<file path="src/verilog/fcoe_pkg.sv">
/*
 * Shared constants of the flash command object and error-correction
 * capture front end: register byte offsets, field positions, reset
 * values, command codes and state encodings.
 * Assumes a 32-bit Avalon-MM register bus with byte addresses.
 */
package fcoe_pkg;

	// Register byte offsets, one aligned word each
	localparam logic [5:0] OFF_CLKDIV = 6'h00;
	localparam logic [5:0] OFF_CMD_IDX = 6'h04;
	localparam logic [5:0] OFF_ECC_IDX = 6'h08;
	localparam logic [5:0] OFF_STATUS = 6'h0c;
	localparam logic [5:0] OFF_ECC_STAT = 6'h10;
	localparam logic [5:0] OFF_CMD_OBJ = 6'h14;
	localparam logic [5:0] OFF_ECC_RES = 6'h18;
	localparam logic [5:0] OFF_OPTION = 6'h1c;
	localparam logic [5:0] OFF_RSV_A = 6'h20;
	localparam logic [5:0] OFF_RSV_B = 6'h24;
	localparam logic [5:0] OFF_RSV_C = 6'h28;
	localparam logic [5:0] OFF_RSV_D = 6'h2c;
	localparam logic [5:0] OFF_RSV_E = 6'h30;

	// Field positions
	localparam int DIV_LD_BIT = 7;
	localparam int STAT_COMMAND_COMPLETE_FLAG_BIT = 7;
	localparam int STAT_ACCESS_ERROR_FLAG_BIT = 5;
	localparam int STAT_PROTECTION_VIOLATION_FLAG_BIT = 4;
	localparam int ECCS_SGL_BIT = 0;
	localparam int ECCS_DBL_BIT = 1;

	// Array geometry
	localparam int CMD_WORDS = 6;
	localparam logic [2:0] IDX_LAST = 3'h5;

	// Reset values, fault value and option address
	localparam logic [6:0] DIV_RST = 7'h00;
	localparam logic [7:0] OPT_RST = 8'h00;
	localparam logic [7:0] OPT_DBL_FAULT = 8'hff;
	localparam logic [22:0] NV_OPTION_ADDR = 23'h7fff0e;

	// Program and erase command codes
	localparam logic [7:0] CMD_PROG_P = 8'h06;
	localparam logic [7:0] CMD_PROG_ONCE = 8'h07;
	localparam logic [7:0] CMD_ERASE_ALL = 8'h08;
	localparam logic [7:0] CMD_ERASE_BLK = 8'h09;
	localparam logic [7:0] CMD_ERASE_PSEC = 8'h0a;
	localparam logic [7:0] CMD_PROG_D = 8'h11;
	localparam logic [7:0] CMD_ERASE_DSEC = 8'h12;

	typedef enum logic [1:0] {
		CMD_IDLE = 2'b00,
		CMD_BUSY = 2'b01
	} fcoe_cmd_state_e;

	typedef enum logic [1:0] {
		OPT_LOAD = 2'b00,
		OPT_DONE = 2'b01
	} fcoe_opt_state_e;

endpackage : fcoe_pkg

</file>
<file path="src/verilog/fcoe_opt_loader.sv">
/*
 * Option byte loader: fetches the nonvolatile option byte once after
 * reset and holds it read-only.
 * Assumes the flash read port answers the request with nv_valid_i.
 */
`timescale 1ns/1ns
module fcoe_opt_loader
	import fcoe_pkg::*;
(
	// Clock and reset
	input wire logic mclk_i,
	input wire logic rst_n_i,
	// Flash read port
	input wire logic nv_valid_i,
	input wire logic [7:0] nv_byte_i,
	input wire logic nv_double_fault_i,
	output logic nv_read_req_o,
	// Result
	output logic [7:0] option_byte_o,
	output logic load_done_o
);

	fcoe_opt_state_e state;

	always_ff @(posedge mclk_i)
	begin
		if (!rst_n_i)
			state <= OPT_LOAD;
		else if (state == OPT_LOAD && nv_valid_i)
			state <= OPT_DONE;
		else
			state <= state;
	end

	// Request held from reset until the byte arrives
	always_ff @(posedge mclk_i)
	begin
		if (!rst_n_i)
			nv_read_req_o <= 1'b1;
		else if (nv_valid_i)
			nv_read_req_o <= 1'b0;
	end

	always_ff @(posedge mclk_i)
	begin
		if (!rst_n_i)
			load_done_o <= 1'b0;
		else if (state == OPT_LOAD && nv_valid_i)
			load_done_o <= 1'b1;
	end

	always_ff @(posedge mclk_i)
	begin
		if (!rst_n_i)
			option_byte_o <= OPT_RST;
		else if (state == OPT_LOAD && nv_valid_i)
		begin
			if (nv_double_fault_i)
				option_byte_o <= OPT_DBL_FAULT;
			else
				option_byte_o <= nv_byte_i;
		end
	end

endmodule : fcoe_opt_loader

</file>
<file path="src/verilog/fcoe_regs.sv">
/*
 * Register front end of the flash controller: command object array,
 * launch handshake, error-correction fault capture, option byte,
 * reserved test registers and the divider write check.
 * Assumes an Avalon-MM master, a flash engine that answers each start
 * with exec_done_i, and fault pulses from the array read path.
 */
`timescale 1ns/1ns
// Function
// - six 16-bit words, byte writable, indexed
// - writing one to flag launches command
// - parameters locked while command runs
// - results valid once flag returns
// - indices six, seven ignore writes, read zero
// - word layout code, address, four data
// - reserved test registers read zero
// - fault result captured, word by index
// - no new capture until flag cleared
// - double fault wins over single
// - index zero parity, zero, high address
// - data flash parity top bits zero
// - program flash address, raw data phrase
// - data flash address, raw data word
// - result indices six, seven read zero
// - result readable, writes ignored
// - option byte loaded once after reset
// - double fault sets all option bits
// - option byte read only
// - divider write sets loaded flag
// - unloaded divider refuses program, erase
// - busy command ignores object writes
module fcoe_regs
	import fcoe_pkg::*;
#(
	parameter int AV_ADDR_W = 6
)
(
	// Clock and reset
	input wire logic mclk_i,
	input wire logic rst_n_i,
	// Avalon-MM slave
	input wire logic [AV_ADDR_W-1:0] address_i,
	input wire logic read_i,
	input wire logic write_i,
	input wire logic [3:0] byteenable_i,
	input wire logic [31:0] writedata_i,
	output logic [31:0] readdata_o,
	output logic waitrequest_o,
	// Flash command engine
	output logic exec_start_o,
	output logic [7:0] exec_code_o,
	output logic [22:0] exec_addr_o,
	output logic [63:0] exec_data_o,
	output logic [6:0] divider_value_o,
	input wire logic exec_done_i,
	input wire logic exec_result_valid_i,
	input wire logic [95:0] exec_result_i,
	input wire logic exec_access_error_i,
	input wire logic exec_prot_viol_i,
	// Fault capture from array reads
	input wire logic ecc_single_i,
	input wire logic ecc_double_i,
	input wire logic ecc_pflash_i,
	input wire logic [7:0] ecc_parity_i,
	input wire logic [22:0] ecc_addr_i,
	input wire logic [63:0] ecc_data_i,
	// Option byte fetch
	input wire logic nv_valid_i,
	input wire logic [7:0] nv_byte_i,
	input wire logic nv_double_fault_i,
	output logic nv_read_req_o,
	output logic [22:0] nv_addr_o,
	output logic [7:0] option_byte_o
);

	initial
	begin
		if (AV_ADDR_W < 6)
			$error("AV_ADDR_W must be at least 6");
	end

	function automatic logic is_prog_erase(input logic [7:0] code);
		case (code)
			CMD_PROG_P, CMD_PROG_ONCE, CMD_ERASE_ALL, CMD_ERASE_BLK,
			CMD_ERASE_PSEC, CMD_PROG_D, CMD_ERASE_DSEC: is_prog_erase = 1'b1;
			default: is_prog_erase = 1'b0;
		endcase
	endfunction : is_prog_erase

	fcoe_cmd_state_e state;
	logic [15:0] cmd_obj [CMD_WORDS];
	logic [2:0] cmd_idx;
	logic [2:0] ecc_idx;
	logic command_complete_flag;
	logic access_error_flag;
	logic protection_violation_flag;
	logic div_loaded;
	logic ecc_sgl_flag;
	logic ecc_dbl_flag;
	logic ecc_was_double;
	logic [7:0] ecc_parity;
	logic [22:0] ecc_addr;
	logic [15:0] ecc_data [4];
	logic load_done;
	logic [31:0] next_readdata;
	logic [5:0] reg_off;
	logic in_range;
	logic rd_prep;
	logic wr_go;
	logic launch_req;
	logic launch_ok;
	logic launch_refused;
	logic ecc_event;
	logic ecc_free;

	assign reg_off = address_i[5:0];
	assign in_range = (address_i >> 6) == '0;
	// Answer one edge after the request, commit at the following one
	assign rd_prep = read_i && waitrequest_o;
	assign wr_go = write_i && !waitrequest_o;
	assign launch_req = wr_go && in_range && reg_off == OFF_STATUS && byteenable_i[0]
		&& writedata_i[STAT_COMMAND_COMPLETE_FLAG_BIT] && command_complete_flag && state == CMD_IDLE;
	assign launch_refused = launch_req && is_prog_erase(cmd_obj[0][15:8]) && !div_loaded;
	assign launch_ok = launch_req && !launch_refused;
	assign ecc_event = ecc_single_i || ecc_double_i;
	assign ecc_free = !ecc_sgl_flag && !ecc_dbl_flag;

	assign exec_code_o = cmd_obj[0][15:8];
	assign exec_addr_o = {cmd_obj[0][6:0], cmd_obj[1]};
	assign exec_data_o = {cmd_obj[2], cmd_obj[3], cmd_obj[4], cmd_obj[5]};
	assign nv_addr_o = NV_OPTION_ADDR;

	always_ff @(posedge mclk_i)
	begin
		if (!rst_n_i)
			waitrequest_o <= 1'b1;
		else
			waitrequest_o <= !((read_i || write_i) && waitrequest_o);
	end

	always_ff @(posedge mclk_i)
	begin
		if (!rst_n_i)
		begin
			cmd_idx <= 3'h0;
			ecc_idx <= 3'h0;
		end
		else if (wr_go && in_range && byteenable_i[0])
		begin
			if (reg_off == OFF_CMD_IDX)
				cmd_idx <= writedata_i[2:0];
			if (reg_off == OFF_ECC_IDX)
				ecc_idx <= writedata_i[2:0];
		end
	end

	always_ff @(posedge mclk_i)
	begin
		if (!rst_n_i)
		begin
			divider_value_o <= DIV_RST;
			div_loaded <= 1'b0;
		end
		else if (wr_go && in_range && reg_off == OFF_CLKDIV && byteenable_i[0])
		begin
			divider_value_o <= writedata_i[6:0];
			div_loaded <= 1'b1;
		end
	end

	always_ff @(posedge mclk_i)
	begin
		if (!rst_n_i)
		begin
			for (int i = 0; i < CMD_WORDS; i++)
				cmd_obj[i] <= 16'h0000;
		end
		else if (state == CMD_BUSY && exec_done_i && exec_result_valid_i)
		begin
			for (int i = 0; i < CMD_WORDS; i++)
				cmd_obj[i] <= exec_result_i[95-16*i -: 16];
		end
		else if (wr_go && in_range && reg_off == OFF_CMD_OBJ && command_complete_flag
			&& state == CMD_IDLE && cmd_idx <= IDX_LAST)
		begin
			if (byteenable_i[0])
				cmd_obj[cmd_idx][7:0] <= writedata_i[7:0];
			if (byteenable_i[1])
				cmd_obj[cmd_idx][15:8] <= writedata_i[15:8];
		end
	end

	always_ff @(posedge mclk_i)
	begin
		if (!rst_n_i)
		begin
			state <= CMD_IDLE;
			command_complete_flag <= 1'b0;
			exec_start_o <= 1'b0;
		end
		else
		begin
			exec_start_o <= launch_ok;
			case (state)
				CMD_IDLE:
				begin
					if (launch_ok)
					begin
						state <= CMD_BUSY;
						command_complete_flag <= 1'b0;
					end
					else if (load_done)
						command_complete_flag <= 1'b1;
				end
				CMD_BUSY:
				begin
					if (exec_done_i)
					begin
						state <= CMD_IDLE;
						command_complete_flag <= 1'b1;
					end
				end
				default:
				begin
					state <= CMD_IDLE;
					command_complete_flag <= 1'b0;
				end
			endcase
		end
	end

	// Hardware set wins over a same-cycle clear
	always_ff @(posedge mclk_i)
	begin
		if (!rst_n_i)
		begin
			access_error_flag <= 1'b0;
			protection_violation_flag <= 1'b0;
		end
		else
		begin
			if (launch_refused || (exec_done_i && exec_access_error_i))
				access_error_flag <= 1'b1;
			else if (wr_go && in_range && reg_off == OFF_STATUS && byteenable_i[0]
				&& writedata_i[STAT_ACCESS_ERROR_FLAG_BIT])
				access_error_flag <= 1'b0;
			if (exec_done_i && exec_prot_viol_i)
				protection_violation_flag <= 1'b1;
			else if (wr_go && in_range && reg_off == OFF_STATUS && byteenable_i[0]
				&& writedata_i[STAT_PROTECTION_VIOLATION_FLAG_BIT])
				protection_violation_flag <= 1'b0;
		end
	end

	always_ff @(posedge mclk_i)
	begin
		if (!rst_n_i)
		begin
			ecc_sgl_flag <= 1'b0;
			ecc_dbl_flag <= 1'b0;
		end
		else
		begin
			if (ecc_single_i)
				ecc_sgl_flag <= 1'b1;
			else if (wr_go && in_range && reg_off == OFF_ECC_STAT && byteenable_i[0]
				&& writedata_i[ECCS_SGL_BIT])
				ecc_sgl_flag <= 1'b0;
			if (ecc_double_i)
				ecc_dbl_flag <= 1'b1;
			else if (wr_go && in_range && reg_off == OFF_ECC_STAT && byteenable_i[0]
				&& writedata_i[ECCS_DBL_BIT])
				ecc_dbl_flag <= 1'b0;
		end
	end

	always_ff @(posedge mclk_i)
	begin
		if (!rst_n_i)
		begin
			ecc_was_double <= 1'b0;
			ecc_parity <= 8'h00;
			ecc_addr <= 23'h000000;
			for (int i = 0; i < 4; i++)
				ecc_data[i] <= 16'h0000;
		end
		else if (ecc_event && ecc_free)
		begin
			ecc_was_double <= ecc_double_i;
			ecc_addr <= ecc_addr_i;
			if (ecc_pflash_i)
			begin
				ecc_parity <= ecc_parity_i;
				for (int i = 0; i < 4; i++)
					ecc_data[i] <= ecc_data_i[63-16*i -: 16];
			end
			else
			begin
				ecc_parity <= {2'b00, ecc_parity_i[5:0]};
				ecc_data[0] <= ecc_data_i[15:0];
				for (int i = 1; i < 4; i++)
					ecc_data[i] <= 16'h0000;
			end
		end
	end

	always_comb
	begin
		next_readdata = 32'h00000000;
		if (in_range)
		begin
			case (reg_off)
				OFF_CLKDIV: next_readdata[7:0] = {div_loaded, divider_value_o};
				OFF_CMD_IDX: next_readdata[2:0] = cmd_idx;
				OFF_ECC_IDX: next_readdata[2:0] = ecc_idx;
				OFF_STATUS:
				begin
					next_readdata[STAT_COMMAND_COMPLETE_FLAG_BIT] = command_complete_flag;
					next_readdata[STAT_ACCESS_ERROR_FLAG_BIT] = access_error_flag;
					next_readdata[STAT_PROTECTION_VIOLATION_FLAG_BIT] = protection_violation_flag;
				end
				OFF_ECC_STAT:
				begin
					next_readdata[ECCS_SGL_BIT] = ecc_sgl_flag;
					next_readdata[ECCS_DBL_BIT] = ecc_dbl_flag;
				end
				OFF_CMD_OBJ:
				begin
					if (cmd_idx <= IDX_LAST)
						next_readdata[15:0] = cmd_obj[cmd_idx];
				end
				OFF_ECC_RES:
				begin
					case (ecc_idx)
						3'h0: next_readdata[15:0] = {ecc_parity, 1'b0, ecc_addr[22:16]};
						3'h1: next_readdata[15:0] = ecc_addr[15:0];
						3'h2: next_readdata[15:0] = ecc_data[0];
						3'h3: next_readdata[15:0] = ecc_data[1];
						3'h4: next_readdata[15:0] = ecc_data[2];
						3'h5: next_readdata[15:0] = ecc_data[3];
						default: next_readdata[15:0] = 16'h0000;
					endcase
				end
				OFF_OPTION: next_readdata[7:0] = option_byte_o;
				default: next_readdata = 32'h00000000;
			endcase
		end
	end

	always_ff @(posedge mclk_i)
	begin
		if (!rst_n_i)
			readdata_o <= 32'h00000000;
		else if (rd_prep)
			readdata_o <= next_readdata;
	end

	fcoe_opt_loader u_opt_loader (
		.mclk_i(mclk_i),
		.rst_n_i(rst_n_i),
		.nv_valid_i(nv_valid_i),
		.nv_byte_i(nv_byte_i),
		.nv_double_fault_i(nv_double_fault_i),
		.nv_read_req_o(nv_read_req_o),
		.option_byte_o(option_byte_o),
		.load_done_o(load_done)
	);
endmodule : fcoe_regs

</file>
<file path="config.mk">
export PLATFORM = sky130hd
export DESIGN_NAME = fcoe_regs
export DESIGN_NICKNAME = d
export VERILOG_FILES = /design/src/verilog/fcoe_pkg.sv /design/src/verilog/fcoe_opt_loader.sv /design/src/verilog/fcoe_regs.sv
export SDC_FILE = /design/constraint.sdc
export NUM_CORES = 1
export LEC_CHECK = 0
export ABC_AREA = 0
export BUFFER_PORTS_ARGS = -buffer_cell sky130_fd_sc_hd__buf_2
export CAP_MARGIN = 25
export CORE_ASPECT_RATIO = 2
export CORE_UTILIZATION = 38
export DETAILED_ROUTE_END_ITERATION = 10
export GPL_ROUTABILITY_DRIVEN = 0
export HOLD_SLACK_MARGIN = 0.06
export PLACE_DENSITY_LB_ADDON = 0.25
export SLEW_MARGIN = 20
export SYNTH_ARGS = -nofsm -noshare
export SYNTH_HDL_FRONTEND = slang
export SYNTH_SLANG_ARGS = --single-unit
export TNS_END_PERCENT = 1
</file>
<file path="constraint.sdc">
create_clock -name mclk_i -period 2.6 [get_ports mclk_i]
set_clock_uncertainty 0.1 [all_clocks]
set_input_delay 0.52 -clock mclk_i [delete_from_list [all_inputs] [get_ports mclk_i]]
set_output_delay 0.52 -clock mclk_i [all_outputs]
set_load 0.005 [all_outputs]
</file>
==> impl_results.md, run 1 <==
- Status: finished, final reports clean
- Hold Crit Start: ecc_addr_i[20]
- Routed Antenna Nets: 0
- Met1 track demand over resource: 25.1%
- CTS root buf: clkbuf_16
- H-tree levels: 1
- Worst path arrival time: 2.51 ns
- Leakage: 6.62 nW
- Fmax: 0.464 GHz
- Num rows: 96
- Max clock buf depth: 3
- Warnings from Yosys: 0
- Gr ovfl total: 0
- I/O pin count: 422
- Least-Margin Pin Slew: 0.756 ns
- PD cells: 585 nW/um^2
- Final instance area: 16500 um^2
- Worst skew pair latency: 0.57 ns
- Top delay family on crit path: multiplexers
- Chip Height: 266 um
- Setup_tns: 0 ns
- Via count: 10600
- Cells after synthesis: 1154
- DRC viols: 0
- GR met3 Demand/Resource: 3.31%
- Peak VDD IR: 0.000553 V
- CTS tree: yes
- Slowest CP cell: mux4_2
- Post-synthesis sequential area ratio: 54.8%
- Number of port buffers: 364
- DR iter-0 viols: 571
- Critical path buffer and inverter count: 1
- Final WL: 44.8 mm
- TritonCTS buffer count: 27
- Vias in the first global route: 10600
- Gr usage total: 24.8%
- Slew HR: 49.6%
- Power consumption: 9.65 mW
- Max-Cap Viols: 0
- Initial antenna violation count: 8
- CTS clk-pin slew, worst paths: 0.07 ns
- Syn_area_per_cell: 11.5 um^2
- Total Nets Final: 1795
- Die width: 134 um
- Placed inst area: 15700 um^2
- Die ar.: 35600 um^2
- Drt wl/cell: 22.3 um
- GRT Max-Usage Layer: met2
- Met2 GRT Util: 49.3%
- Via density: 5.31
- Synth Register Bits: 274
- Distinct cells, synth: 65
- Adder-cell area share of the yosys netlist: 0%
- CP Launch Type: flip-flop
- First-pass GRT wire length: 65.2 mm
- Simple-Gate Fraction of Synth Area: 12.7%
- Final hold vios: 0
- Max-slew violations: 0
- Synth Area in XOR/XNOR: 0.0663%
- DP HPWL: 35.1 mm
- Finish-stage setup viols: 0
- CP Capture Type: flip-flop
- Post-synthesis cell area: 13200 um^2
- Area Overhead vs Synth: 24.8%
- Synth async-reset ratio: 0%
- Layout cell share with drive strength beyond 1: 35.2%
- Crit path kind: flip-flop to flip-flop
- Most used flip-flop cell after synthesis: edfxtp_1
- Core Region: 34200 um^2
- Final period utilization: 83.0%
- RSZ-0062 raised after global routing: no
- Largest net degree at the start of global routing: 97
- Setup bufs post-CTS: 0
- CP cell instances: buf_4 -> mux4_2 -> mux2i_1 -> or2_2 -> nand3_1 -> a32o_1
- Minimum clock period: 2.16 ns
- Pre-antenna DRT Iters: 5
- Synth Area in Compound Gates: 15.7%
- Initial Util: 38.6%
- EDFF count, synth: 176
- Slowest stage delay, CP: 0.51 ns
- Largest family of logic cells by synthesized area: compound AO/OA/AOI/OAI gates
- Hold Crit Class: input pin to flip-flop
- CTS Sinks: 274
- Multiplexer area fraction after synthesis: 10.5%
- Worst Path Max Fanout: 9
- WP data required: 2.96 ns
[worst paths after layout]
check	end	slack [ns]	cells past startpoint
worst max register to register	readdata_o[2]$_SDFFE_PN0P_	0.44	6
worst min register to register	ecc_addr[0]$_SDFFE_PN0P_	0.35	2
worst max-delay path	readdata_o[2]$_SDFFE_PN0P_	0.44	6
worst min-delay path	ecc_addr[20]$_SDFFE_PN0P_	0.09	3
[synthesized netlist by cell type (all sizes together), types with 2 or more instances]
cell type	count	area (um^2)
a22o	103	902
edfxtp	176	5290
nor2b	9	56.3
nor4b	2	38.8
and2	35	219
nand3b	2	15.0
mux2	27	304
a2111oi	3	26.3
and3	6	37.5
a31oi	12	75.1
o21ai	45	225
inv	5	18.8
nand2	105	397
nor3	21	138
nand3	33	170
nor3b	4	30.0
dfxtp	98	1960
a211oi	12	95.1
nor2	75	367
nand2b	7	43.8
buf	87	593
a32o	3	30.0
or2	2	12.5
nor4bb	2	20.0
nor4	6	37.5
o22ai	24	150
o21a	7	52.6
mux2i	65	651
clkbuf	58	218
o211ai	3	22.5
a21oi	65	325
a221oi	3	26.3
mux4	19	428
o221ai	4	35.0
conb	2	7.51
a22oi	7	52.6
[sequential cells by signal (all words and copies together) (netlist names), 3 cells and up, named ones only]
register / flops
cmd_idx: 3
ecc_addr: 23
ecc_parity: 8
readdata_o: 16
u_opt_loader.option_byte_o: 8
ecc_data: 64
ecc_idx: 3
cmd_obj: 128
divider_value_o: 7
[cell type report]
type                    count  area, um^2
diodes                      4        10.0
clock buffers              33         698
clock inverters            16         129
fillers                  3282       17700
inverters                   5        18.8
multi-input cells         799        5420
flip-flops and latches    274        7250
well taps                 441         552
repair buffers            434        2420
[logic make-up (layout without fill, tap and decap cells)]
logic type | after synthesis | after routing
buffers and inverters | 150 | 488
xor gates and xnor gates | 1 | 1
DFF | 274 | 274
muxes | 111 | 111
and+or+nand+nor | 319 | 319
AOI/OAI and AO/OA | 297 | 297
other | 2 | 75
[power by group]
| group | internal [mW] | leakage, nW | switching [mW] |
|---|---|---|---|
| clock network | 2.10 | 0.402 | 1.68 |
| registers | 4.86 | 2.63 | 0.115 |
| logic | 0.370 | 3.59 | 0.526 |
| total | 7.33 | 6.62 | 2.32 |
[metal layers]
layer  share of wire [%]  vias up
met5               0.074        -
met3                 5.2       78
met2                  57      406
li1                    -     4984
met4                 3.8        6
met1                  34     5174
[per-stage QoR]
step	util, %	std cells	hold WS, ns	worst slack [ns]
4_1_cts	48.2	2002	0.0681	0.356
2_1_floorplan	-	1223	0.328	-0.0432
6_report	48.2	2006	0.0890	0.443
5_1_grt	48.2	2005	0.0978	0.306
3_5_place_dp	45.7	1952	0.345	-0.0101
3_3_place_gp	45.7	1952	0.339	0.0596
[layout by cell type, fill, tap and decap left out, types with 3 or more instances in the layout]
cell and instances:
clkinv_1 6, a211oi_1 11, nor3_1 17, nor2_4 12
nand2b_1 7, a31oi_1 12, clkinv_2 5, nor2b_1 9
inv_1 4, o22ai_1 24, mux2_2 27, a221oi_1 3
buf_12 6, a2111oi_0 3, o211ai_1 3, o221ai_1 4
buf_2 364, nand2_1 104, dfxtp_1 96, mux4_2 19
conb_1 71, buf_4 63, clkbuf_16 27, clkbuf_1 6
nor2_1 62, a21oi_1 65, o21ai_0 43, and2_1 35
a32o_1 3, edfxtp_1 176, a22oi_1 7, nor4_1 6
o21a_1 6, mux2i_1 65, nor3b_1 4, a22o_1 103
diode_2 4, nand3_1 32, and3_1 6
[timing repair]
action / 4_1_cts / 5_1_grt
resized for setup: 0 / 0
hold buffers: 1 / 0
endpoints found under the hold margin: 1 / 0
[worst reg2reg max path, stage by stage, from the launching register on]
cell     delay [ns]
dfxtp_2        0.49
buf_4          0.21
mux4_2         0.51
mux2i_1        0.27
or2_2          0.18
nand3_1        0.08
a32o_1         0.22
No activity file was read; power rests on OpenSTA's default activity.
==> run 2, diff against run 1 <==
- clock period: 2.6 -> 2.1 ns (I/O delays scaled with it)
==> impl_results.md, run 2 (synthesized netlist as in run 1, its figures left out) <==
- Worst skew pair latency: 0.55 ns (was 0.57 ns)
- Chip Height: 266 um (unchanged)
- Routed Antenna Nets: 0 (unchanged)
- Slew HR: 67.8% (was 49.6%)
- Vias in the first global route: 11600 (was 10600)
- Gr ovfl total: 0 (unchanged)
- Initial Util: 38.6% (unchanged)
- Hold Crit Class: input pin to flip-flop (unchanged)
- Most frequent cells in the layout: buf_2, edfxtp_1, dlygate4sd3_1, nand2_1, a22o_1 (was buf_2, edfxtp_1, nand2_1, a22o_1, dfxtp_1)
- PD cells: 677 nW/um^2 (was 585 nW/um^2)
- CP Capture Type: flip-flop (unchanged)
- Max-slew violations: 0 (unchanged)
- Least-Margin Pin Slew: 0.470 ns (was 0.756 ns)
- Largest net degree at the start of global routing: 49 (was 97)
- Initial antenna violation count: 3 (was 8)
- CTS clk-pin slew, worst paths: 0.07 ns (about the same)
- Status: finished, final reports clean (unchanged)
- Setup bufs post-CTS: 0 (unchanged)
- RSZ-0062 raised after global routing: no (unchanged)
- Layout cell share with drive strength beyond 1: 35.0% (was 35.2%)
- CTS root buf: clkbuf_16 (unchanged)
- Finish-stage setup viols: 0 (unchanged)
- Max reg flops: 128 (unchanged)
- Die ar.: 35600 um^2 (unchanged)
- Setup_tns: 0 ns (unchanged)
- CP Launch Type: flip-flop (unchanged)
- Max-Cap Viols: 0 (unchanged)
- Number of port buffers: 364 (unchanged)
- Area Overhead vs Synth: 41.8% (was 24.8%)
- Fin util: 54.8% (was 48.2%)
- DRC viols: 0 (unchanged)
- Minimum clock period: 2.00 ns (was 2.16 ns)
- Crit path kind: flip-flop to flip-flop (unchanged)
- Via density: 5.24 (was 5.31)
- Max clock buf depth: 3 (unchanged)
- DP HPWL: 35.5 mm (was 35.1 mm)
- Final hold vios: 0 (unchanged)
- Die width: 134 um (unchanged)
- Gr usage total: 25.8% (was 24.8%)
- Setup WS pre-CTS: -0.329 ns (was -0.0101 ns)
- Total Nets Final: 1990 (was 1795)
- DR iter-0 viols: 584 (was 571)
- TritonCTS buffer count: 26 (was 27)
- # diodes: 0 (was 4)
- Fin cells: 2197 (was 2006)
- Final period utilization: 95.4% (was 83.0%)
- Fillers: 2936 (was 3282)
- Core Region: 34200 um^2 (unchanged)
- Worst path arrival time: 2.37 ns (was 2.51 ns)
- Via count: 11500 (was 10600)
- Drt wl/cell: 21.2 um (was 22.3 um)
- Final WL: 46.7 mm (was 44.8 mm)
- H-tree levels: 1 (unchanged)
- Leakage: 7.60 nW (was 6.62 nW)
- Final worst setup slack: 0.0963 ns (was 0.443 ns)
- WP data required: 2.46 ns (was 2.96 ns)
- Num rows: 96 (unchanged)
- CTS Sinks: 274 (unchanged)
- Most flop-heavy register: cmd_obj (unchanged)
- I/O pin count: 422 (unchanged)
- Power consumption: 12.7 mW (was 9.65 mW)
- Placed cell count: 2000 (was 1952)
- Worst Path Max Fanout: 23 (was 9)
- Top Registers: cmd_obj x128, ecc_data x64, ecc_addr x23 (unchanged)
- Fmax: 0.499 GHz (was 0.464 GHz)
- Peak VDD IR: 0.000710 V (was 0.000553 V)
- First-pass GRT wire length: 68.3 mm (was 65.2 mm)
- CTS tree: yes (unchanged)
- Commonest non-fill, non-tap cell in the layout: buf_2 (unchanged)
- Pre-antenna DRT Iters: 5 (unchanged)
run 2: stage by stage:
step | hold slack [ns] | cell area (um^2)
2_1_floorplan | 0.328 | 13500
3_3_place_gp | 0.337 | 16300
3_5_place_dp | 0.344 | 16300
4_1_cts | 0.0601 | 18700
5_1_grt | 0.0689 | 18700
6_report | 0.0801 | 18700
run 2: path summary, 6_finish.rpt:
check / cells after the start / start / endpoint / slack (ns)
worst max register to register: 6 / flip-flop / readdata_o[3]$_SDFFE_PN0P_ / 0.1
worst min-delay path: 2 / exec_result_i[38] / cmd_obj[3][6]$_DFFE_PP_ / 0.08
worst min register to register: 2 / ecc_addr[0]$_SDFFE_PN0P_ / ecc_addr[0]$_SDFFE_PN0P_ / 0.35
worst max-delay path: 6 / flip-flop / readdata_o[3]$_SDFFE_PN0P_ / 0.1
run 2: area by class of cell:
cell class | instances | area [um^2] | area share, %
clock buffers | 31 | 726 | 3.87
clock inverters | 17 | 209 | 1.11
inverters | 5 | 18.8 | 0.100
multi-input cells | 799 | 5460 | 29.1
flip-flops and latches | 274 | 7260 | 38.7
well taps | 441 | 552 | 2.94
repair buffers | 630 | 4530 | 24.2
run 2: where the power goes:
| part | internal [mW] | switching, mW | leakage [nW] |
|---|---|---|---|
| Sequential | 6.01 | 0.148 | 2.63 |
| Combinational | 0.691 | 0.708 | 4.53 |
| Clock | 2.98 | 2.15 | 0.449 |
| Total | 9.68 | 3.00 | 7.60 |
run 2: critical path, stage by stage (launching register included):
cell and delay, ns:
dfxtp_1 0.35, buf_12 0.20, nand2b_1 0.36, o22ai_1 0.17, nor3_1 0.38, a2111oi_2 0.10
o31ai_1 0.23
run 2: timing repair:
item,in CTS,in global routing
pin swaps,0,0
hold endpoints to repair,152,0
gates resized for setup,2,7
setup endpoints to repair,3,13
hold buffers,149,0
run 2: routing by layer:
| layer | share of wire (%) | up-vias | global-route usage (%) |
|---|---|---|---|
| li1 | - | 5377 | - |
| met1 | 34 | 5505 | 25.9 |
| met5 | 0.056 | - | 0 |
| met2 | 55 | 493 | 49.4 |
| met3 | 5.2 | 134 | 3.08 |
| met4 | 6.0 | 4 | 15.8 |
